$ cat src/dpf_pkg.sv
// constants, encodings and states shared by both ends of the psram port link
package dpf_pkg;
    localparam int          DQ_W          = 16;
    localparam int          STB_W         = 2;
    localparam longint      MEM_BITS      = 64'd268435456;
    localparam int          ADDR_W        = $clog2(MEM_BITS / DQ_W);
    localparam int          MEMCLK_MAX_MHZ = 250;
    localparam int          LINE_MAX_MBPS = 500;
    localparam int          SYS_MHZ       = 10;
    // divider: one memory clock period is eight system cycles
    localparam int          PH_W          = 3;
    localparam logic [2:0]  PH_LAST       = 3'h7;
    localparam logic [2:0]  PH_TAKE       = 3'h3;
    localparam int          CNT_W         = 4;
    localparam logic [3:0]  CMD_PERIODS   = 4'h2;
    localparam logic [3:0]  LAT_PERIODS   = 4'h6;
    localparam logic [3:0]  BEAT_PERIODS  = 4'h2;
    localparam int          CA_RD_BIT     = 15;
    // memory reset pulse after system reset, least time so round up
    localparam int          MEM_RST_NS    = 1000;
    localparam int          RCNT_W        = 8;
    localparam logic [7:0]  MEM_RST_CYC   = 8'((MEM_RST_NS * SYS_MHZ + 999) / 1000);
    localparam int          FIFO_W        = 2 * DQ_W;
    localparam int          FIFO_DEPTH    = 16;

    typedef enum logic [2:0] {
        DPF_IDLE = 3'h0,
        DPF_CMD  = 3'h1,
        DPF_LAT  = 3'h3,
        DPF_DATA = 3'h2,
        DPF_DONE = 3'h6
    } dpf_state_t;
endpackage

$ cat src/dpf_link_if.sv
// fabric side signals between the memory controller and the port
`timescale 1ns/10ps
interface dpf_link_if;
    import dpf_pkg::*;
    logic                ctrl_clock;
    logic                ctrl_clock_quadrature;
    logic                capture_calibration_clock;
    logic                mem_rst_b;
    logic                cs_b;
    logic                memclk_pos_rise_half;
    logic                memclk_pos_fall_half;
    logic                memclk_neg_rise_half;
    logic                memclk_neg_fall_half;
    logic [STB_W-1:0]    strobe_tx_rise_half;
    logic [STB_W-1:0]    strobe_tx_fall_half;
    logic [STB_W-1:0]    strobe_drive_enable;
    logic [DQ_W-1:0]     lanes_tx_rise_half;
    logic [DQ_W-1:0]     lanes_tx_fall_half;
    logic [DQ_W-1:0]     lanes_drive_enable;
    logic [STB_W-1:0]    strobe_rx_rise_half;
    logic [STB_W-1:0]    strobe_rx_fall_half;
    logic [DQ_W-1:0]     lanes_rx_rise_half;
    logic [DQ_W-1:0]     lanes_rx_fall_half;

    modport ctrl (
        output ctrl_clock, ctrl_clock_quadrature, capture_calibration_clock, mem_rst_b, cs_b,
        output memclk_pos_rise_half, memclk_pos_fall_half, memclk_neg_rise_half, memclk_neg_fall_half,
        output strobe_tx_rise_half, strobe_tx_fall_half, strobe_drive_enable,
        output lanes_tx_rise_half, lanes_tx_fall_half, lanes_drive_enable,
        input  strobe_rx_rise_half, strobe_rx_fall_half, lanes_rx_rise_half, lanes_rx_fall_half
    );
    modport port (
        input  ctrl_clock, ctrl_clock_quadrature, capture_calibration_clock, mem_rst_b, cs_b,
        input  memclk_pos_rise_half, memclk_pos_fall_half, memclk_neg_rise_half, memclk_neg_fall_half,
        input  strobe_tx_rise_half, strobe_tx_fall_half, strobe_drive_enable,
        input  lanes_tx_rise_half, lanes_tx_fall_half, lanes_drive_enable,
        output strobe_rx_rise_half, strobe_rx_fall_half, lanes_rx_rise_half, lanes_rx_fall_half
    );
endinterface

$ cat src/dpf_ctrl.sv
// fabric memory controller with write data fifo, driving the port link
`timescale 1ns/10ps
module dpf_fifo
    import dpf_pkg::*;
#(
    parameter int W     = FIFO_W,
    parameter int DEPTH = FIFO_DEPTH
) (
    input  wire logic                      clk_sys,     // system clock
    input  wire logic                      rst_b,       // sync reset, active low
    input  wire logic                      in_valid,    // word offered
    output logic                           in_ready,    // room left
    input  wire logic [W-1:0]              in_data,     // word in
    output logic                           out_valid,   // word held
    input  wire logic                      out_ready,   // word taken
    output logic      [W-1:0]              out_data,    // head word
    output logic      [$clog2(DEPTH):0]    count        // words held
);
    localparam int AW = $clog2(DEPTH);
    logic [W-1:0]  mem_r [DEPTH];
    logic [AW:0]   wp_r, wp_nxt, rp_r, rp_nxt;
    logic          push, pop;

    assign count     = wp_r - rp_r;
    assign in_ready  = (count != (AW+1)'(DEPTH));
    assign out_valid = (count != '0);
    assign push      = in_valid & in_ready;
    assign pop       = out_ready & out_valid;
    assign out_data  = mem_r[rp_r[AW-1:0]];

    // pointers carry one extra bit so full and empty differ
    always_comb begin
        wp_nxt = push ? (AW+1)'(wp_r + 1'b1) : wp_r;
        rp_nxt = pop ? (AW+1)'(rp_r + 1'b1) : rp_r;
    end

    always_ff @(posedge clk_sys) begin
        if (!rst_b) begin
            wp_r <= '0;
            rp_r <= '0;
        end else begin
            wp_r <= wp_nxt;
            rp_r <= rp_nxt;
        end
    end

    // storage needs no reset, reads are gated by count
    always_ff @(posedge clk_sys) begin
        if (push) begin
            mem_r[wp_r[AW-1:0]] <= in_data;
        end
    end
endmodule

module dpf_ctrl
    import dpf_pkg::*;
(
    input  wire logic                clk_sys,     // system clock
    input  wire logic                rst_b,       // sync reset, active low
    dpf_link_if.ctrl                 link,        // toward the port
    input  wire logic                req_valid,   // transaction request
    input  wire logic                req_write,   // 1 write, 0 read
    input  wire logic [ADDR_W-1:0]   req_addr,    // word address
    output logic                     req_ready,   // request taken
    input  wire logic                wr_valid,    // write word offered
    input  wire logic [FIFO_W-1:0]   wr_data,     // rise word high, fall word low
    output logic                     wr_ready,    // fifo has room
    output logic      [FIFO_W-1:0]   rd_data,     // read word pair
    output logic                     rd_valid,    // one cycle per pair
    output logic                     mem_ready    // memory out of reset
);
    logic [FIFO_W-1:0]           f_data;
    logic                        f_valid, f_pop;
    logic [$clog2(FIFO_DEPTH):0] f_count;

    // pops only in write data periods, so a slow memory backs up the user
    dpf_fifo #(.W(FIFO_W), .DEPTH(FIFO_DEPTH)) u_wfifo (
        .clk_sys   (clk_sys),
        .rst_b     (rst_b),
        .in_valid  (wr_valid),
        .in_ready  (wr_ready),
        .in_data   (wr_data),
        .out_valid (f_valid),
        .out_ready (f_pop),
        .out_data  (f_data),
        .count     (f_count)
    );

    dpf_state_t          st_r, st_nxt;
    logic [PH_W-1:0]     ph_r, ph_nxt;
    logic [CNT_W-1:0]    cnt_r, cnt_nxt;
    logic [RCNT_W-1:0]   rc_r, rc_nxt;
    logic                mr_r, mr_nxt, cs_r, cs_nxt, wr_r, wr_nxt, dbl_r, dbl_nxt;
    logic                ck_r, ck_nxt, q_r, q_nxt, run_r, run_nxt, pend_r, pend_nxt, rv_r, rv_nxt;
    logic [ADDR_W-1:0]   addr_r, addr_nxt;
    logic [DQ_W-1:0]     lr_r, lr_nxt, lf_r, lf_nxt, le_r, le_nxt;
    logic [STB_W-1:0]    sr_r, sr_nxt, sf_r, sf_nxt, se_r, se_nxt;
    logic [FIFO_W-1:0]   rd_r, rd_nxt;
    logic                pend_end, req_fire;
    logic [CNT_W-1:0]    lat_lim;

    assign pend_end  = (ph_r == PH_LAST);
    assign req_ready = (st_r == DPF_IDLE) & pend_end & mr_r
                     & (~req_write | (f_count >= ($clog2(FIFO_DEPTH)+1)'(BEAT_PERIODS)));
    assign req_fire  = req_valid & req_ready;
    assign lat_lim   = dbl_r ? CNT_W'(LAT_PERIODS << 1) : LAT_PERIODS;
    assign f_pop     = pend_end & (st_nxt == DPF_DATA) & wr_nxt;

    // divider steps every cycle; sequencer and outgoing halves change at period end
    always_comb begin
        ph_nxt   = PH_W'(ph_r + 1'b1);
        ck_nxt   = ~ph_nxt[2];
        q_nxt    = ph_nxt[2] ^ ph_nxt[1];
        rc_nxt   = (rc_r == MEM_RST_CYC) ? rc_r : RCNT_W'(rc_r + 1'b1);
        mr_nxt   = (rc_r == MEM_RST_CYC);
        st_nxt   = st_r;
        cnt_nxt  = cnt_r;
        cs_nxt   = cs_r;
        wr_nxt   = wr_r;
        dbl_nxt  = dbl_r;
        addr_nxt = addr_r;
        run_nxt  = run_r;
        lr_nxt   = lr_r;
        lf_nxt   = lf_r;
        le_nxt   = le_r;
        sr_nxt   = sr_r;
        sf_nxt   = sf_r;
        se_nxt   = se_r;
        pend_nxt = pend_r;
        rd_nxt   = rd_r;
        rv_nxt   = 1'b0;
        if (pend_end) begin
            cnt_nxt = CNT_W'(cnt_r + 1'b1);
            case (st_r)
                DPF_IDLE: begin
                    if (req_fire) begin
                        st_nxt   = DPF_CMD;
                        cnt_nxt  = '0;
                        cs_nxt   = 1'b0;
                        wr_nxt   = req_write;
                        addr_nxt = req_addr;
                    end else begin
                        cnt_nxt = '0;
                    end
                end
                DPF_CMD: begin
                    if (cnt_r == CMD_PERIODS - 1'b1) begin
                        st_nxt  = DPF_LAT;
                        cnt_nxt = '0;
                        dbl_nxt = |link.strobe_rx_rise_half;  // strobe high asks extra latency
                    end
                end
                DPF_LAT: begin
                    if (cnt_r == lat_lim - 1'b1) begin
                        st_nxt  = DPF_DATA;
                        cnt_nxt = '0;
                    end
                end
                DPF_DATA: begin
                    pend_nxt = ~wr_r;
                    if (cnt_r == BEAT_PERIODS - 1'b1) begin
                        st_nxt  = DPF_DONE;
                        cnt_nxt = '0;
                    end
                end
                DPF_DONE: begin
                    st_nxt = DPF_IDLE;
                    cs_nxt = 1'b1;
                end
                default: begin
                    st_nxt = DPF_IDLE;
                    cs_nxt = 1'b1;
                end
            endcase
            // halves for the coming period; enables stay off otherwise
            lr_nxt  = '0;
            lf_nxt  = '0;
            le_nxt  = '0;
            sr_nxt  = '0;
            sf_nxt  = '0;
            se_nxt  = '0;
            run_nxt = (st_nxt == DPF_CMD) | (st_nxt == DPF_LAT) | (st_nxt == DPF_DATA);
            if (st_nxt == DPF_CMD) begin
                le_nxt = '1;
                if (cnt_nxt == '0) begin
                    lr_nxt = DQ_W'({~wr_nxt, 7'h00, addr_nxt[ADDR_W-1:DQ_W]});
                    lf_nxt = addr_nxt[DQ_W-1:0];
                end
            end else if ((st_nxt == DPF_DATA) & wr_nxt) begin
                lr_nxt = f_data[FIFO_W-1:DQ_W];
                lf_nxt = f_data[DQ_W-1:0];
                le_nxt = '1;
                se_nxt = '1;
                sr_nxt = '0;
                sf_nxt = '0;
            end
        end
        // fall half settles a quarter period into the next period
        if (pend_r & (ph_r == PH_TAKE)) begin
            rd_nxt   = {link.lanes_rx_rise_half, link.lanes_rx_fall_half};
            rv_nxt   = 1'b1;
            pend_nxt = 1'b0;
        end
    end

    always_ff @(posedge clk_sys) begin
        if (!rst_b) begin
            st_r   <= DPF_IDLE;
            ph_r   <= '0;
            cnt_r  <= '0;
            rc_r   <= '0;
            mr_r   <= 1'b0;
            cs_r   <= 1'b1;
            wr_r   <= 1'b0;
            dbl_r  <= 1'b0;
            addr_r <= '0;
            ck_r   <= 1'b0;
            q_r    <= 1'b0;
            run_r  <= 1'b0;
            lr_r   <= '0;
            lf_r   <= '0;
            le_r   <= '0;
            sr_r   <= '0;
            sf_r   <= '0;
            se_r   <= '0;
            pend_r <= 1'b0;
            rd_r   <= '0;
            rv_r   <= 1'b0;
        end else begin
            st_r   <= st_nxt;
            ph_r   <= ph_nxt;
            cnt_r  <= cnt_nxt;
            rc_r   <= rc_nxt;
            mr_r   <= mr_nxt;
            cs_r   <= cs_nxt;
            wr_r   <= wr_nxt;
            dbl_r  <= dbl_nxt;
            addr_r <= addr_nxt;
            ck_r   <= ck_nxt;
            q_r    <= q_nxt;
            run_r  <= run_nxt;
            lr_r   <= lr_nxt;
            lf_r   <= lf_nxt;
            le_r   <= le_nxt;
            sr_r   <= sr_nxt;
            sf_r   <= sf_nxt;
            se_r   <= se_nxt;
            pend_r <= pend_nxt;
            rd_r   <= rd_nxt;
            rv_r   <= rv_nxt;
        end
    end

    // stopped clock parks true leg low, inverted leg high
    assign link.ctrl_clock                = ck_r;
    assign link.ctrl_clock_quadrature     = q_r;
    assign link.capture_calibration_clock = q_r;
    assign link.mem_rst_b                 = mr_r;
    assign link.cs_b                      = cs_r;
    assign link.memclk_pos_rise_half      = run_r;
    assign link.memclk_pos_fall_half      = 1'b0;
    assign link.memclk_neg_rise_half      = ~run_r;
    assign link.memclk_neg_fall_half      = 1'b1;
    assign link.strobe_tx_rise_half       = sr_r;
    assign link.strobe_tx_fall_half       = sf_r;
    assign link.strobe_drive_enable       = se_r;
    assign link.lanes_tx_rise_half        = lr_r;
    assign link.lanes_tx_fall_half        = lf_r;
    assign link.lanes_drive_enable        = le_r;
    assign rd_data                        = rd_r;
    assign rd_valid                       = rv_r;
    assign mem_ready                      = mr_r;
endmodule

$ cat src/flat_wrapper.sv
// flat-port wrapper written by rule: the top's interface ports become plain ports
module dpf_ctrl_flat import dpf_pkg::*;
  (clk_sys, rst_b, req_valid, req_write, req_addr, req_ready, wr_valid, wr_data, wr_ready, rd_data, rd_valid, mem_ready, link_ctrl_clock, link_ctrl_clock_quadrature, link_capture_calibration_clock, link_mem_rst_b, link_cs_b, link_memclk_pos_rise_half, link_memclk_pos_fall_half, link_memclk_neg_rise_half, link_memclk_neg_fall_half, link_strobe_tx_rise_half, link_strobe_tx_fall_half, link_strobe_drive_enable, link_lanes_tx_rise_half, link_lanes_tx_fall_half, link_lanes_drive_enable, link_strobe_rx_rise_half, link_strobe_rx_fall_half, link_lanes_rx_rise_half, link_lanes_rx_fall_half);
  dpf_link_if link_i ();
  input  wire logic clk_sys;
  input  wire logic rst_b;
  input  wire logic req_valid;
  input  wire logic req_write;
  input  wire logic [ADDR_W-1:0] req_addr;
  output logic req_ready;
  input  wire logic wr_valid;
  input  wire logic [FIFO_W-1:0] wr_data;
  output logic wr_ready;
  output logic      [FIFO_W-1:0] rd_data;
  output logic rd_valid;
  output logic mem_ready;
  output wire logic [$bits(link_i.ctrl_clock)-1:0] link_ctrl_clock;
  output wire logic [$bits(link_i.ctrl_clock_quadrature)-1:0] link_ctrl_clock_quadrature;
  output wire logic [$bits(link_i.capture_calibration_clock)-1:0] link_capture_calibration_clock;
  output wire logic [$bits(link_i.mem_rst_b)-1:0] link_mem_rst_b;
  output wire logic [$bits(link_i.cs_b)-1:0] link_cs_b;
  output wire logic [$bits(link_i.memclk_pos_rise_half)-1:0] link_memclk_pos_rise_half;
  output wire logic [$bits(link_i.memclk_pos_fall_half)-1:0] link_memclk_pos_fall_half;
  output wire logic [$bits(link_i.memclk_neg_rise_half)-1:0] link_memclk_neg_rise_half;
  output wire logic [$bits(link_i.memclk_neg_fall_half)-1:0] link_memclk_neg_fall_half;
  output wire logic [$bits(link_i.strobe_tx_rise_half)-1:0] link_strobe_tx_rise_half;
  output wire logic [$bits(link_i.strobe_tx_fall_half)-1:0] link_strobe_tx_fall_half;
  output wire logic [$bits(link_i.strobe_drive_enable)-1:0] link_strobe_drive_enable;
  output wire logic [$bits(link_i.lanes_tx_rise_half)-1:0] link_lanes_tx_rise_half;
  output wire logic [$bits(link_i.lanes_tx_fall_half)-1:0] link_lanes_tx_fall_half;
  output wire logic [$bits(link_i.lanes_drive_enable)-1:0] link_lanes_drive_enable;
  input wire logic [$bits(link_i.strobe_rx_rise_half)-1:0] link_strobe_rx_rise_half;
  input wire logic [$bits(link_i.strobe_rx_fall_half)-1:0] link_strobe_rx_fall_half;
  input wire logic [$bits(link_i.lanes_rx_rise_half)-1:0] link_lanes_rx_rise_half;
  input wire logic [$bits(link_i.lanes_rx_fall_half)-1:0] link_lanes_rx_fall_half;
  assign link_ctrl_clock = link_i.ctrl_clock;
  assign link_ctrl_clock_quadrature = link_i.ctrl_clock_quadrature;
  assign link_capture_calibration_clock = link_i.capture_calibration_clock;
  assign link_mem_rst_b = link_i.mem_rst_b;
  assign link_cs_b = link_i.cs_b;
  assign link_memclk_pos_rise_half = link_i.memclk_pos_rise_half;
  assign link_memclk_pos_fall_half = link_i.memclk_pos_fall_half;
  assign link_memclk_neg_rise_half = link_i.memclk_neg_rise_half;
  assign link_memclk_neg_fall_half = link_i.memclk_neg_fall_half;
  assign link_strobe_tx_rise_half = link_i.strobe_tx_rise_half;
  assign link_strobe_tx_fall_half = link_i.strobe_tx_fall_half;
  assign link_strobe_drive_enable = link_i.strobe_drive_enable;
  assign link_lanes_tx_rise_half = link_i.lanes_tx_rise_half;
  assign link_lanes_tx_fall_half = link_i.lanes_tx_fall_half;
  assign link_lanes_drive_enable = link_i.lanes_drive_enable;
  assign link_i.strobe_rx_rise_half = link_strobe_rx_rise_half;
  assign link_i.strobe_rx_fall_half = link_strobe_rx_fall_half;
  assign link_i.lanes_rx_rise_half = link_lanes_rx_rise_half;
  assign link_i.lanes_rx_fall_half = link_lanes_rx_fall_half;
  dpf_ctrl u_core (.clk_sys(clk_sys), .rst_b(rst_b), .link(link_i), .req_valid(req_valid), .req_write(req_write), .req_addr(req_addr), .req_ready(req_ready), .wr_valid(wr_valid), .wr_data(wr_data), .wr_ready(wr_ready), .rd_data(rd_data), .rd_valid(rd_valid), .mem_ready(mem_ready));
endmodule
$ cat config.mk
export PLATFORM = sky130hd
export DESIGN_NAME = dpf_ctrl_flat
export DESIGN_NICKNAME = d
export VERILOG_FILES = /design/src/dpf_pkg.sv /design/src/dpf_link_if.sv /design/src/dpf_ctrl.sv /design/src/flat_wrapper.sv
export SDC_FILE = /design/constraint.sdc
export NUM_CORES = 1
export LEC_CHECK = 0
export BUFFER_PORTS_ARGS = -buffer_cell sky130_fd_sc_hd__clkbuf_2
export CAP_MARGIN = 20
export CORE_MARGIN = 4
export CORE_UTILIZATION = 43
export CTS_CLUSTER_DIAMETER = 60
export DETAILED_ROUTE_END_ITERATION = 7
export PLACE_DENSITY_LB_ADDON = 0.08
export SETUP_SLACK_MARGIN = 0.1
export SYNTH_ARGS = -nofsm -noshare
export SYNTH_HDL_FRONTEND = slang
export SYNTH_SLANG_ARGS = --single-unit
$ cat constraint.sdc
create_clock -name clk_sys -period 5 [get_ports clk_sys]
set_input_delay 0.5 -clock clk_sys [delete_from_list [all_inputs] [get_ports clk_sys]]
set_output_delay 0.5 -clock clk_sys [all_outputs]
set_load 0.01 [all_outputs]
==> results_dict.tcl <==
set metrics [dict create \
    run_status "complete, no violations" \
    htreeDepth 3 \
    layout.nets 1623 \
    async_flop_share_pct 0 \
    grtUsageTotal_pct 18.6 \
    ff2ff_setup_slack_ns 1.19 \
    fin_total_pwr_mw 10.9 \
    detail-route-antenna-nets 0 \
    synth_seq_area_share_pct 72.8 \
    clk_transition_reported_paths_ns 0.06 \
    synth_enable_flop_cells 512 \
    drt-initial-drc-count 836 \
    dominant_cell_by_count_in_the_synthesized_netlist "edfxtp_1" \
    io-pin-count 196 \
    postSynth.topFlopCell "edfxtp_1" \
    die_width_um 248 \
    hold_viol 0 \
    tightestPinTransition_ns 1.17 \
    tritoncts "built" \
    worst-r2r-cell-count 8 \
    routedWlPerCell_um 24.6 \
    remaining_drc_errors 0 \
    global_route_congestion_overflow_total 0 \
    netlist_top_cells_area "edfxtp_1, mux4_2, dfxtp_1" \
    holdBufCountCts 0 \
    tritoncts_num_sinks 643 \
    cap_viol_max_count 0 \
    via_per_inst 5.48 \
    grt_setup_unrepaired "no" \
    final_cell_count_no_fill 2321 \
    grt_pass1_vias 13100 \
    crit_required_ns 5.27 \
    netlist.top_cell.by_area "edfxtp_1" \
    post_cts_resize_count 0 \
    gate_count_after_technology_mapping 1305 \
    antenna_violations_before_repair 0 \
    timing.clock.skew_ns 0.0161 \
    placement_rows 87 \
    ys_warn_count 0 \
    max-vdd-ir-drop_uv 266 \
    path_class "flip-flop to flip-flop" \
    critical_path.endpoint_type "flip-flop" \
    yosys.area.top_type_share_pct 62.2 \
    timing.final.max_slew_violations 0 \
    min_path_type "input port to flip-flop" \
    wl_um 57000 \
    cts_post_setup_buffers_inserted 0 \
    synth.ff_latch_count 643 \
    dieArea_um2 61400 \
    cp-start-kind "flip-flop" \
    worstPathArrival_ns 4.08 \
    die_height_um 248 \
    cp-startpoint "u_core.u_wfifo.wp_r[2]" \
    maximum_fanout_encountered_on_the_critical_timing_path 19 \
    fraction_of_layout_instances_using_a_drive_strength_above_1_pct 33.6 \
    grt_pass1_wl_um 84000 \
    regToRegStartpoint "u_core.u_wfifo.wp_r[2]" \
    worstSkewPairLatency_ns 0.60 \
    synth_cell_count_leaders "edfxtp_1, mux4_2, dfxtp_1" \
    syn_area_um2 24700 \
    core_area_um2 56600 \
    num_vias 12700 \
    flow.area_growth_from_synthesis_pct 16.5 \
    postLayoutCoreUtil_pct 50.9 \
    dp_hpwl_um 33500 \
    synth.distinct_cells 57 \
    tns_ns 0 \
    finalSetupViolCount 0 \
    clock_buffers_created_by_tritoncts 70 \
    end_of_the_worst_register_to_register_path "u_core.u_wfifo.mem_r[10][18]" \
    floorplan.initialDensity_pct 43.7 \
    maximum_number_of_pins_on_one_net_before_global_route_repair 49 \
    timing.critical_path.to "u_core.u_wfifo.mem_r[10][18]" \
    worst_slew_margin_relative_to_its_limit_pct 21.8 \
    clock_tree.root_cell "clkbuf_16" \
    hold_ws_ns 0.124 \
    power_leakage_nw 9.54 \
    gp_congestion 0.755 \
    timing.fmax_ghz 0.262 \
    period_share_pct 76.2 \
    port_buffers 187 \
    syn_area_per_cell_um2 18.9 \
    total_power_per_unit_cell_area_nw_per_um2 380 \
    final.min_clock_period_ns 3.81 \
    dr.pass1.iters 4 \
    dp.cells 2192 \
    cts-root-to-sink-buffers 3 \
]
==> per-stage QoR <==
step | setup WS (ns) | cell area, um^2
after floorplan | 0.361 | 24700
after global placement | 1.29 | 26600
after detailed placement | 1.19 | 26600
after CTS | 1.17 | 28800
after global routing | 0.932 | 28800
final | 1.19 | 28800
==> layer usage <==
layer	wire, um	vias to the layer above	global-route usage (%)
li1	-	5638	-
met1	25600	6632	26.0
met2	27100	355	30.3
met3	3270	95	3.73
met4	1100	0	4.58
met5	0	-	0
==> worst min path at each step <==
stage                                          start                 to  cells past startpoint
after floorplan                       u_core.ph_r[0]     u_core.ph_r[0]                      1
after global routing      link_lanes_rx_fall_half[8]  u_core.rd_data[8]                      2
after global placement                u_core.ph_r[0]     u_core.ph_r[0]                      1
final                     link_lanes_rx_fall_half[9]  u_core.rd_data[9]                      2
after CTS                 link_lanes_rx_fall_half[9]  u_core.rd_data[9]                      2
after detailed placement              u_core.ph_r[0]     u_core.ph_r[0]                      1
==> flip-flops by register name (all words and copies together) (netlist names), 4 cells and up, named ones only <==
signal and count:
u_core.link.lanes_tx_fall_half 16, u_core.link.lanes_tx_rise_half 16, u_core.rd_data 32, u_core.u_wfifo.wp_r 5
u_core.rc_r 8, u_core.addr_r 24, u_core.u_wfifo.mem_r 512, u_core.u_wfifo.rp_r 5
u_core.cnt_r 4
==> cell type report <==
class                      count  area [um^2]
timing repair buffer         224         1340
fill                        4698        27800
sequential                   643        18000
clock inverter                22          133
tap                          756          946
antenna                        1         2.50
clock buffer                 105         1990
inverter                      14         52.6
multi-input combinational    556         6320
==> placed cells by master, fill, tap and decap left out, types with 3 or more instances in the layout <==
cell,instances
nand3_1,31
dfxtp_1,127
o221ai_2,4
a21oi_1,21
clkinv_1,6
and2_1,4
ha_1,16
o211ai_2,16
edfxtp_1,512
nor3_1,3
nor2_4,13
nand2b_1,6
o21ai_0,6
nor3_2,4
nor2_1,74
mux4_2,151
mux2i_1,36
mux2_2,10
o221ai_1,5
xor2_1,9
o211ai_1,3
xnor2_1,8
buf_4,28
buf_12,7
clkbuf_16,74
inv_1,13
a22o_1,33
conb_1,6
nor3b_1,3
clkbuf_1,29
inv_6,4
clkbuf_2,187
nor4b_1,3
clkinv_2,10
a32o_1,7
dfxtp_4,3
nand2_1,45
and3_1,7
==> worst max-delay path, stage by stage (launching register included) <==
cell	delay (ns)
dfxtp_1	0.58
ha_1	0.35
and3b_1	0.21
o21ai_0	0.32
a2111o_1	0.33
and2_0	0.30
nand2_1	0.28
nor2_4	0.71
buf_4	0.39
==> logic make-up after synthesis <==
family          count (synthesis)  share of synthesized area [%]
flops                         643                           72.8
simple gates                  204                           3.76
mux                           197                           15.7
compound gates                115                           4.00
buf+inv                       110                           2.23
fa+ha+maj                      17                          0.891
xor+xnor                       17                          0.602
other cells                     2                         0.0304
==> power by group <==
part           internal (mW)  switching [mW]  leakage (nW)
combinational         0.0995           0.205          2.82
sequential              5.83          0.0196          5.68
clock                   2.76            2.02          1.04
total                   8.69            2.25          9.54
Power figures use the tool's default switching activity.
